File: src/rtl/lfcc_defs.vh
`ifndef LFCC_DEFS_VH
`define LFCC_DEFS_VH
// ==========================================
// register byte offsets
`define LFCC_HF_START 12'h000
`define LFCC_HF_STOP 12'h004
`define LFCC_LF_START 12'h008
`define LFCC_LF_STOP 12'h00c
`define LFCC_CAL 12'h010
`define LFCC_CT_START 12'h014
`define LFCC_CT_STOP 12'h018
`define LFCC_EV_HF 12'h100
`define LFCC_EV_LF 12'h104
`define LFCC_EV_DONE 12'h10c
`define LFCC_EV_CAL_TIMER_TIMEOUT_EVENT 12'h110
`define LFCC_IRQ_ENABLE_SET 12'h304
`define LFCC_IRQ_ENABLE_CLEAR 12'h308
`define LFCC_HF_RUN 12'h408
`define LFCC_HF_STAT 12'h40c
`define LFCC_LF_RUN 12'h414
`define LFCC_LF_STAT 12'h418
`define LFCC_SRC_COPY 12'h41c
`define LFCC_SRC_SEL 12'h518
`define LFCC_CAL_TIMER_INTERVAL 12'h538
// ==========================================
// source field codes and field positions
`define LFCC_SRC_RC 2'h0
`define LFCC_SRC_XTAL 2'h1
`define LFCC_SRC_SYNT 2'h2
`define LFCC_BYPASS_BIT 16
`define LFCC_EXTERNAL_BIT 17
`define LFCC_STATE_BIT 16
// interrupt enable bit positions
`define LFCC_IRQ_HF 0
`define LFCC_IRQ_LF 1
`define LFCC_IRQ_DONE 3
`define LFCC_IRQ_CAL_TIMER_TIMEOUT_EVENT 4
// ==========================================
// reset values and timing
`define LFCC_CAL_TIMER_INTERVAL_RESET 7'h00
`define LFCC_LF_FREQ_HZ 32768
`define LFCC_PCLK_HZ 125000000
`define LFCC_LF_DIV (`LFCC_PCLK_HZ / `LFCC_LF_FREQ_HZ)
`define LFCC_CAL_CYCLES 16'h0200
`endif

File: src/rtl/lfcc_top.v
`timescale 1ns/1ps
`include "lfcc_defs.vh"
module lfcc_top #(
	parameter LF_DIV = `LFCC_LF_DIV, // pclk cycles per low frequency tick
	parameter CAL_CYCLES = `LFCC_CAL_CYCLES, // calibration length in ticks of pclk
	parameter CT_STEP_TICKS = 8'd8 // low ticks per timer step (0.25 s scaled)
) (
	input wire pclk,
	input wire presetn,
	input wire psel,
	input wire penable,
	input wire pwrite,
	input wire [11:0] paddr,
	input wire [31:0] pwdata,
	output reg [31:0] prdata,
	output reg pready,
	output reg pslverr,
	input wire system_off,
	input wire high_freq_crystal_osc_ready,
	input wire low_freq_crystal_osc_ready,
	output reg irq,
	output reg high_freq_crystal_osc_en,
	output reg high_freq_clock_req,
	output reg low_freq_rc_osc_en,
	output reg low_freq_crystal_osc_en,
	output reg low_freq_clock_active,
	output reg [1:0] low_freq_clock_src
);
	// ==========================================
	// bus decode
	// access cycles arrive as psel and penable both high; the first one
	// launches the registered pready, the second closes the transfer
	// writes land only on the closing edge, where the master sees pready,
	// so a master that waits longer never sees a write land early
	wire acc = psel & penable & ~pready; // access cycle before the answer
	wire xfer = psel & penable & pready; // closing edge of a transfer
	wire wr = xfer & pwrite; // write strobe, one cycle per transfer
	wire [31:0] wd = pwdata; // write data
	// task strobes, one cycle per written 1
	// only bit 0 of a task word matters; the other bits are ignored
	// writing 0 to a task register is a harmless no-op
	// task registers hold nothing and always read back as zero
	wire t_hf_start = wr && paddr == `LFCC_HF_START && wd[0];
	wire t_hf_stop = wr && paddr == `LFCC_HF_STOP && wd[0];
	wire t_lf_start = wr && paddr == `LFCC_LF_START && wd[0];
	wire t_lf_stop = wr && paddr == `LFCC_LF_STOP && wd[0];
	wire t_cal = wr && paddr == `LFCC_CAL && wd[0];
	wire t_ct_start = wr && paddr == `LFCC_CT_START && wd[0];
	wire t_ct_stop = wr && paddr == `LFCC_CT_STOP && wd[0];
	// ==========================================
	// state registers
	// everything below lives in the pclk domain; the slow clock exists
	// only as the one-cycle tick enable further down
	// names ending in _r are flops; other internal names are combinational
	reg [1:0] src_r; // source field
	reg ext_r; // external bit
	reg byp_r; // bypass bit
	reg [19:0] copy_r; // snapshot of selection
	reg [6:0] cal_timer_interval_r; // timer interval
	reg hf_run_r; // high start requested
	reg hf_on_r; // high crystal running
	reg lf_run_r; // low start requested
	reg lf_on_r; // low clock running
	reg lf_xtal_r; // running from crystal
	reg ev_hf_r, ev_lf_r, ev_done_r, ev_cal_timer_timeout_event_r; // event flags
	reg [4:0] inten_r; // interrupt enables
	reg cal_busy_r; // calibration running
	reg [15:0] cal_cnt_r; // calibration length
	reg ct_run_r; // timer counting
	reg [6:0] ct_cnt_r; // timer value
	reg [7:0] ct_tick_r; // ticks within a step
	reg [15:0] div_r; // low tick divider
	reg tick_r; // low frequency tick
	reg [2:0] hf_sync_r, lf_sync_r; // pin synchronisers
	// ==========================================
	// ready inputs through three flops
	// the oscillator ready levels settle on their own time, not on pclk
	// the first flop may go metastable and is read by the second only
	// a slow ready edge can make the second and third disagree for a cycle
	always @(posedge pclk or negedge presetn) begin
		if (!presetn) begin
			hf_sync_r <= 3'h0;
			lf_sync_r <= 3'h0;
		end else begin
			hf_sync_r <= {hf_sync_r[1:0], high_freq_crystal_osc_ready};
			lf_sync_r <= {lf_sync_r[1:0], low_freq_crystal_osc_ready};
		end
	end
	// second and third agree before a change counts
	// the filtered level holds its old value while the two disagree,
	// so one odd sample never toggles the running state
	// cost: about four cycles of latency on every ready change
	reg hf_rdy_r, lf_rdy_r; // filtered ready levels
	always @(posedge pclk or negedge presetn) begin
		if (!presetn) begin
			hf_rdy_r <= 1'b0;
			lf_rdy_r <= 1'b0;
		end else begin
			if (hf_sync_r[1] == hf_sync_r[2])
				hf_rdy_r <= hf_sync_r[2];
			if (lf_sync_r[1] == lf_sync_r[2])
				lf_rdy_r <= lf_sync_r[2];
		end
	end
	// ==========================================
	// low frequency tick enable
	// stands in for the slow clock: one pulse every LF_DIV cycles
	// the divider runs free; only the pulse is gated by the running state,
	// so the timer freezes while the slow clock is stopped
	// the phase of the first tick after a start is not defined
	// LF_DIV is scaled down in simulation to keep runs short
	always @(posedge pclk or negedge presetn) begin
		if (!presetn) begin
			div_r <= 16'h0;
			tick_r <= 1'b0;
		end else if (div_r == LF_DIV[15:0] - 16'h1) begin
			div_r <= 16'h0;
			tick_r <= lf_on_r; // only while the clock runs
		end else begin
			div_r <= div_r + 16'h1;
			tick_r <= 1'b0;
		end
	end
	// ==========================================
	// configuration registers
	// the selection may only change while the slow clock is stopped;
	// a write while running is still stored, but the running source follows
	// the snapshot taken at start, so nothing switches under the clock
	// interrupt enables are set and cleared through two separate words,
	// so software never needs a read-modify-write on them
	always @(posedge pclk or negedge presetn) begin
		if (!presetn) begin
			src_r <= `LFCC_SRC_RC;
			ext_r <= 1'b0;
			byp_r <= 1'b0;
			cal_timer_interval_r <= `LFCC_CAL_TIMER_INTERVAL_RESET;
			copy_r <= 20'h0;
			inten_r <= 5'h0;
		end else begin
			// rc 0, crystal 1, synth 2
			if (wr && paddr == `LFCC_SRC_SEL) begin
				src_r <= wd[1:0];
				ext_r <= wd[`LFCC_EXTERNAL_BIT];
				byp_r <= wd[`LFCC_BYPASS_BIT];
			end
			if (wr && paddr == `LFCC_CAL_TIMER_INTERVAL)
				cal_timer_interval_r <= wd[6:0];
			if (t_lf_start)
				copy_r <= {ext_r, byp_r, 14'h0, src_r};
			if (wr && paddr == `LFCC_IRQ_ENABLE_SET)
				inten_r <= inten_r | wd[4:0];
			else if (wr && paddr == `LFCC_IRQ_ENABLE_CLEAR)
				inten_r <= inten_r & ~wd[4:0];
		end
	end
	// ==========================================
	// high crystal control
	// the run flag shows only that the start task was seen; the running
	// flag waits for the filtered ready level as well
	// off mode drops both at once, without waiting for a stop task
	always @(posedge pclk or negedge presetn) begin
		if (!presetn) begin
			hf_run_r <= 1'b0;
			hf_on_r <= 1'b0;
		end else if (system_off) begin
			hf_run_r <= 1'b0;
			hf_on_r <= 1'b0;
		end else begin
			if (t_hf_start)
				hf_run_r <= 1'b1;
			else if (t_hf_stop)
				hf_run_r <= 1'b0;
			hf_on_r <= hf_run_r & hf_rdy_r;
		end
	end
	// ==========================================
	// low clock control and source switch-over
	// priority: off mode, then stop, then start, then the crystal handover
	// a crystal start always begins on the rc source and moves over once
	// the crystal ready level has passed the filter; the handover is one-way
	// until the next stop or start
	// a stop while the crystal is still starting simply abandons it
	always @(posedge pclk or negedge presetn) begin
		if (!presetn) begin
			lf_run_r <= 1'b0;
			lf_on_r <= 1'b0;
			lf_xtal_r <= 1'b0;
		end else if (system_off) begin
			lf_run_r <= 1'b0;
			lf_on_r <= 1'b0;
			lf_xtal_r <= 1'b0;
		end else if (t_lf_stop) begin
			lf_run_r <= 1'b0;
			lf_on_r <= 1'b0;
			lf_xtal_r <= 1'b0;
		end else if (t_lf_start) begin
			lf_run_r <= 1'b1;
			lf_on_r <= 1'b1;
			lf_xtal_r <= 1'b0;
		end else if (lf_on_r && copy_r[1:0] == `LFCC_SRC_XTAL && lf_rdy_r) begin
			lf_xtal_r <= 1'b1;
		end
	end
	// ==========================================
	// calibration sequence
	// a calibrate task is dropped unless the rc source is running and the
	// high crystal is already up; nothing is queued for later
	// the length is a fixed count of pclk cycles standing in for the
	// measurement against the high clock reference
	// losing the slow clock mid-way aborts without a done event
	// the high clock stays requested for the whole calibration
	always @(posedge pclk or negedge presetn) begin
		if (!presetn) begin
			cal_busy_r <= 1'b0;
			cal_cnt_r <= 16'h0;
		end else if (system_off) begin
			cal_busy_r <= 1'b0;
		end else if (!cal_busy_r) begin
			// needs running rc and a running high crystal
			if (t_cal && lf_on_r && copy_r[1:0] == `LFCC_SRC_RC && hf_on_r) begin
				cal_busy_r <= 1'b1;
				cal_cnt_r <= CAL_CYCLES[15:0];
			end
		end else if (cal_cnt_r == 16'h0 || !lf_on_r) begin
			cal_busy_r <= 1'b0;
		end else begin
			cal_cnt_r <= cal_cnt_r - 16'h1;
		end
	end
	wire cal_done = cal_busy_r && cal_cnt_r == 16'h0;
	// ==========================================
	// calibration interval timer, one step per CT_STEP_TICKS ticks
	// a start reloads the interval every time, even while counting
	// a stop freezes the value; only the next start reloads it
	// at zero the timeout flag fires for one cycle and the timer halts,
	// so an interval of zero times out right after the start
	// each task acts on the edge it is written, however close together tasks come
	always @(posedge pclk or negedge presetn) begin
		if (!presetn) begin
			ct_run_r <= 1'b0;
			ct_cnt_r <= 7'h0;
			ct_tick_r <= 8'h0;
		end else if (t_ct_start) begin
			ct_run_r <= 1'b1;
			ct_cnt_r <= cal_timer_interval_r;
			ct_tick_r <= 8'h0;
		end else if (t_ct_stop || system_off) begin
			ct_run_r <= 1'b0;
		end else if (ct_run_r && ct_cnt_r == 7'h0) begin
			ct_run_r <= 1'b0;
		end else if (ct_run_r && tick_r) begin
			if (ct_tick_r == CT_STEP_TICKS - 8'h1) begin
				ct_tick_r <= 8'h0;
				ct_cnt_r <= ct_cnt_r - 7'h1;
			end else begin
				ct_tick_r <= ct_tick_r + 8'h1;
			end
		end
	end
	wire cal_timer_timeout_event = ct_run_r && ct_cnt_r == 7'h0;
	// ==========================================
	// event flags, set wins over a software clear
	// each flag holds until software writes it; bit 0 of the write is the
	// new value, so writing 1 can also raise a flag for testing
	// a set that lands on the same edge as a clear keeps the flag up,
	// so an event is never lost to a late clear
	// rc and synth sources report started at once; the crystal reports
	// when its ready level has passed the filter
	wire lf_started = lf_on_r && !lf_xtal_r && copy_r[1:0] == `LFCC_SRC_XTAL && lf_rdy_r;
	wire lf_started_other = t_lf_start && src_r != `LFCC_SRC_XTAL;
	wire hf_started = hf_run_r && hf_rdy_r && !hf_on_r;
	always @(posedge pclk or negedge presetn) begin
		if (!presetn) begin
			ev_hf_r <= 1'b0;
			ev_lf_r <= 1'b0;
			ev_done_r <= 1'b0;
			ev_cal_timer_timeout_event_r <= 1'b0;
		end else begin
			if (hf_started)
				ev_hf_r <= 1'b1;
			else if (wr && paddr == `LFCC_EV_HF)
				ev_hf_r <= wd[0];
			if (lf_started || lf_started_other)
				ev_lf_r <= 1'b1;
			else if (wr && paddr == `LFCC_EV_LF)
				ev_lf_r <= wd[0];
			if (cal_done)
				ev_done_r <= 1'b1;
			else if (wr && paddr == `LFCC_EV_DONE)
				ev_done_r <= wd[0];
			if (cal_timer_timeout_event)
				ev_cal_timer_timeout_event_r <= 1'b1;
			else if (wr && paddr == `LFCC_EV_CAL_TIMER_TIMEOUT_EVENT)
				ev_cal_timer_timeout_event_r <= wd[0];
		end
	end
	// ==========================================
	// oscillator outputs and interrupt
	// every output is a flop, one cycle behind the state that drives it
	// off mode masks the enables directly so they drop one cycle after
	// off is seen, whatever state the control flops are in
	// the source output is the source actually clocking right now
	// irq is a level: it stays up while any enabled flag is set
	always @(posedge pclk or negedge presetn) begin
		if (!presetn) begin
			irq <= 1'b0;
			high_freq_crystal_osc_en <= 1'b0;
			high_freq_clock_req <= 1'b0;
			low_freq_rc_osc_en <= 1'b0;
			low_freq_crystal_osc_en <= 1'b0;
			low_freq_clock_active <= 1'b0;
			low_freq_clock_src <= `LFCC_SRC_RC;
		end else begin
			irq <= (ev_hf_r & inten_r[`LFCC_IRQ_HF]) | (ev_lf_r & inten_r[`LFCC_IRQ_LF])
				| (ev_done_r & inten_r[`LFCC_IRQ_DONE])
				| (ev_cal_timer_timeout_event_r & inten_r[`LFCC_IRQ_CAL_TIMER_TIMEOUT_EVENT]);
			high_freq_crystal_osc_en <= hf_run_r & ~system_off;
			// synth source and calibration both hold the high clock
			high_freq_clock_req <= ~system_off & (cal_busy_r
				| (lf_on_r & copy_r[1:0] == `LFCC_SRC_SYNT));
			// rc runs for rc source and during crystal start-up
			low_freq_rc_osc_en <= lf_on_r & ~system_off & (copy_r[1:0] == `LFCC_SRC_RC
				| (copy_r[1:0] == `LFCC_SRC_XTAL & ~lf_xtal_r));
			low_freq_crystal_osc_en <= lf_on_r & ~system_off & copy_r[1:0] == `LFCC_SRC_XTAL;
			low_freq_clock_active <= lf_on_r & ~system_off;
			low_freq_clock_src <= (copy_r[1:0] == `LFCC_SRC_XTAL && !lf_xtal_r)
				? `LFCC_SRC_RC : copy_r[1:0];
		end
	end
	// ==========================================
	// read mux
	// unmapped addresses answer with an error and read as zero
	// read-only words ignore writes but answer without error
	// status words carry the running flag in bit 16
	// both enable words read back the same enable set
	reg [31:0] rd; // read value
	reg hit; // mapped address
	always @* begin
		rd = 32'h0;
		hit = 1'b1;
		case (paddr)
			`LFCC_HF_START, `LFCC_HF_STOP, `LFCC_LF_START, `LFCC_LF_STOP,
			`LFCC_CAL, `LFCC_CT_START, `LFCC_CT_STOP: rd = 32'h0;
			`LFCC_EV_HF: rd = {31'h0, ev_hf_r};
			`LFCC_EV_LF: rd = {31'h0, ev_lf_r};
			`LFCC_EV_DONE: rd = {31'h0, ev_done_r};
			`LFCC_EV_CAL_TIMER_TIMEOUT_EVENT: rd = {31'h0, ev_cal_timer_timeout_event_r};
			`LFCC_IRQ_ENABLE_SET, `LFCC_IRQ_ENABLE_CLEAR: rd = {27'h0, inten_r};
			`LFCC_HF_RUN: rd = {31'h0, hf_run_r};
			`LFCC_HF_STAT: rd = {15'h0, hf_on_r, 16'h1};
			`LFCC_LF_RUN: rd = {31'h0, lf_run_r};
			`LFCC_LF_STAT: rd = {15'h0, lf_on_r, 14'h0, low_freq_clock_src};
			`LFCC_SRC_COPY: rd = {12'h0, copy_r};
			`LFCC_SRC_SEL: rd = {14'h0, ext_r, byp_r, 14'h0, src_r};
			`LFCC_CAL_TIMER_INTERVAL: rd = {25'h0, cal_timer_interval_r};
			default: hit = 1'b0;
		endcase
	end
	// one wait state: ready in the second access cycle
	// pready, pslverr and read data all come from flops and stand for
	// exactly one cycle; acc is false while pready is up, but a request held
	// past the answer is answered again two cycles later
	// read data is captured in the first access cycle, one edge before the
	// master takes it
	always @(posedge pclk or negedge presetn) begin
		if (!presetn) begin
			pready <= 1'b0;
			pslverr <= 1'b0;
			prdata <= 32'h0;
		end else if (acc) begin
			pready <= 1'b1;
			pslverr <= ~hit;
			prdata <= pwrite ? 32'h0 : rd;
		end else begin
			pready <= 1'b0;
			pslverr <= 1'b0;
			prdata <= 32'h0;
		end
	end
endmodule // lfcc_top

File: config.mk
export PLATFORM = sky130hd
export DESIGN_NAME = lfcc_top
export DESIGN_NICKNAME = d
export VERILOG_FILES = /design/src/rtl/lfcc_top.v
export VERILOG_INCLUDE_DIRS = /design/src /design/src/rtl
export SDC_FILE = /design/constraint.sdc
export NUM_CORES = 1
export LEC_CHECK = 0
export ABC_AREA = 1
export BUFFER_PORTS_ARGS = -buffer_cell sky130_fd_sc_hd__buf_4
export CELL_PAD_IN_SITES_DETAIL_PLACEMENT = 0
export CELL_PAD_IN_SITES_GLOBAL_PLACEMENT = 1
export CORE_ASPECT_RATIO = 1.5
export CORE_MARGIN = 4
export CORE_UTILIZATION = 42
export CTS_CLUSTER_DIAMETER = 120
export CTS_CLUSTER_SIZE = 16
export DETAILED_ROUTE_END_ITERATION = 7
export MAX_ROUTING_LAYER = met4
export PLACE_DENSITY_LB_ADDON = 0.1
export SKIP_LAST_GASP = 1
export SLEW_MARGIN = 20
export SYNTH_ARGS = -nofsm -noshare
export SYNTH_HDL_FRONTEND = slang
export SYNTH_SLANG_ARGS = --single-unit
File: constraint.sdc
create_clock -name pclk -period 2.2 [get_ports pclk]
set_input_delay 0.44 -clock pclk [delete_from_list [all_inputs] [get_ports pclk]]
set_output_delay 0.44 -clock pclk [all_outputs]
set_load 0.05 [all_outputs]
==> results.md <==
* Slew headroom at 65.2%
* Num Clock Sinks at 105
* # fillers at 1380
* Pint at 0.00294 W
* Mean Syn Cell Area at 8.10 µm²
* Area Overhead vs Synth at 14.9%
* Yosys cell types at 43
* First-pass GRT wire length at 22200 µm
* Initial cell density of the core at 43.3%
* Pleak at 3.16 nW
* FF-to-FF path depth at 11
* Die W at 103 µm
* Initial antenna violation count at 0
* DR pass1 iterations at 4
* DRT iter0 DRCs at 182
* Routed WL at 13400 µm
* CP endpoint kind: register
* Tcrit/Tclk final at 89.5%
* M2 GR Usage at 34.3%
* Critical path's largest stage delay at 0.39 ns
* Die Span Y at 150 µm
* Critical path origin: cal_cnt_r[0]
* Max Clock Skew at 0.0156 ns
* Vias in the first global route at 4611
* WL/cell at 14.4 µm
* Boundary Pins at 94
* Cell family with most CP delay: simple AND/OR/NAND/NOR gates
* Busiest grt layer: met2
* Largest net degree at the start of global routing at 42
* Total gr overflow at 0
* Clock Path Buffers at 2
* Total CTS buffers at 9
* Fraction of layout cells with a size suffix above 1 at 19.6%
* WP data arrival at 2.20 ns
* Max-Cap Viols at 0
* Final setup vio count at 0
* Root Buffer: clkbuf_16
* Ys Warns at 0
* RSZ-0062 raised after global routing: false
* Overall Global Routing Usage at 18.8%
* PostCTS Resize Cnt at 0
* Clock power share at 43.6%
* Final HPWL DP at 10400 µm
* PwrDens at 597 mW/mm²
* M3 GR Usage at 2.69%
* NetSw at 0.000966 W
* Met1 Use GR at 20.6%
* H-tree levels at 3
* Final antenna-violating net count at 0
* CTS tree: yes
* N_diodes at 0
* Drc violations at 0
* DR vias/cell at 5.02
* Sw frac at 24.8%
* Cell count after synthesis at 702
* Seq/Total Area, Yosys at 46.2%
* Fmax at 0.508 GHz
* Combinational power share at 6.6%
* Core area at 0.0131 mm²
* Routability Congestion at 0.888
* Crit path time final at 1.97 ns
* Vias at 4662
* Maximum VDD drop at 0.000327 V
* #FFs+latches synth at 105
* Clk Latency, worst-skew pair at 0.35 ns
* CTS clk-pin slew, worst paths at 0.07 ns
* Placed cells at 913
* Worst-path fanout max at 16
* Nets at 822
* Worst r2r src: cal_cnt_r[0]
* CP required at 2.44 ns
* Non-Filler Instances at 929
* Status: finished, final reports clean
* Worst Tran Pin Value at 0.521 ns
* Max stage delay cell, worst path: dfrtp_1
* Port bufs at 47
* CP Launch Type: register
* Cell area after synthesis at 0.00569 mm²
* Setup CP Type: register to register
* DIE AREA at 0.0155 mm²
* Hold Crit Class: input pin to async pin
* CTS Hold Buffers Added at 0
* Slew Viols, Final at 0
* CP Depth at 11
* Final hold violation count at 0
* Worst path bufs/invs at 2
* Setup tns final at 0 ns
* Number of buffers added for setup after CTS at 0
* Row cnt at 51
* Reg power frac at 49.9%
* Crit path cell chain: inv_1 -> ha_1 -> nand2_2 -> nor2_4 -> nand3_2 -> nor2_4 -> nand2_2 -> nand3_4 -> inv_2 -> nand2_1 -> o21ai_2
-- power groups by stage --
stage          Combinational (W)  Sequential (W)  Clock, W
2_1_floorplan           0.000164         0.00199         0
3_3_place_gp            0.000255         0.00198         0
3_5_place_dp            0.000258         0.00198         0
4_1_cts                 0.000259         0.00195   0.00174
5_1_grt                 0.000277         0.00195   0.00182
6_report                0.000256         0.00195   0.00170
-- final timing paths --
check,end,slack (ns)
max,cal_cnt_r[10],0.23
min,ct_tick_r[5],0.07
max reg2reg,cal_cnt_r[10],0.23
min reg2reg,hf_sync_r[1],0.35
max in group asynchronous,ev_done_r,1.51
min in group pclk,lf_sync_r[0],0.19
-- flip-flops by register name, summed over array words and instances (netlist names), 2 cells and up, named ones only --
signal	flops
cal_cnt_r	16
div_r	16
prdata	9
ct_tick_r	8
cal_timer_interval_r	7
ct_cnt_r	7
copy_r	4
hf_sync_r	3
lf_sync_r	3
low_freq_clock_src	2
src_r	2
-- stage by stage --
step                power (W)  hold WS, ns  setup WS, ns  utilization (%)  area [µm²]
floorplan             0.00215        0.144         0.403                -        5770
global placement      0.00224        0.334         0.220             47.3        6220
detailed placement    0.00224        0.337         0.209             47.3        6220
CTS                   0.00394       0.0872         0.204             49.7        6530
global route          0.00405        0.102        0.0562             49.7        6530
finish                0.00390       0.0701         0.230             49.7        6530
-- synthesized netlist by cell type (all sizes together) --
library cell	instances	area, µm²
nand2	174	708
dfrtp	105	2630
nor2	104	503
inv	87	327
nand3	57	338
o21ai	45	244
buf	29	221
a21oi	23	115
nor3	17	100
nand4	13	87.6
xor2	10	87.6
xnor2	7	61.3
ha	5	62.6
o211ai	5	37.5
a211oi	3	22.5
maj3	2	20.0
o2111ai	2	17.5
o22ai	2	12.5
and3b	1	8.76
clkbuf	1	3.75
clkinv	1	5.00
conb	1	3.75
mux2	1	11.3
nand3b	1	7.51
nor3b	1	7.51
nor4	1	12.5
o21a	1	7.51
o221ai	1	8.76
o31ai	1	7.51
o32ai	1	8.76
-- cells by family after synthesis --
group	share of synthesized area, %
AND/OR/NAND/NOR	31.2
buffers and inverters	9.79
flip-flops	46.2
AO/OA/AOI/OAI	8.47
XOR/XNOR	2.62
adder cells (fa/ha/maj)	1.45
other	0.0660
multiplexers	0.198
-- layout by cell type (no fill, tap or decap), types with 5 or more instances in the layout --
cell type,n
inv_2,10
o21ai_1,15
o21ai_0,25
a21oi_1,23
xnor2_1,7
xor2_1,10
nand2_2,13
nand3_1,51
nand2_1,158
nor3_1,14
clkbuf_16,9
nor2_4,6
o211ai_1,5
ha_1,5
nand4_1,12
conb_1,23
o21ai_2,5
buf_4,58
dfrtp_1,105
nor2_2,27
inv_1,77
nor2_1,71
-- layer usage --
| metal | up-vias | part of all wire [%] |
|---|---|---|
| li1 | 2342 | - |
| met1 | 2230 | 40 |
| met2 | 68 | 55 |
| met3 | 22 | 2.7 |
| met4 | 0 | 2.4 |
| met5 | - | 0 |
-- area by class of cell --
class	instances	area, µm²	share of cell area, %
Clock buffer	11	243	3.72
Tap cell	159	199	3.05
Sequential cell	105	2630	40.2
Inverter	88	332	5.08
Multi-Input combinational cell	501	2580	39.6
Clock inverter	5	72.6	1.11
Timing Repair Buffer	60	475	7.28
Note: power is estimated with default switching activity, not from simulation.
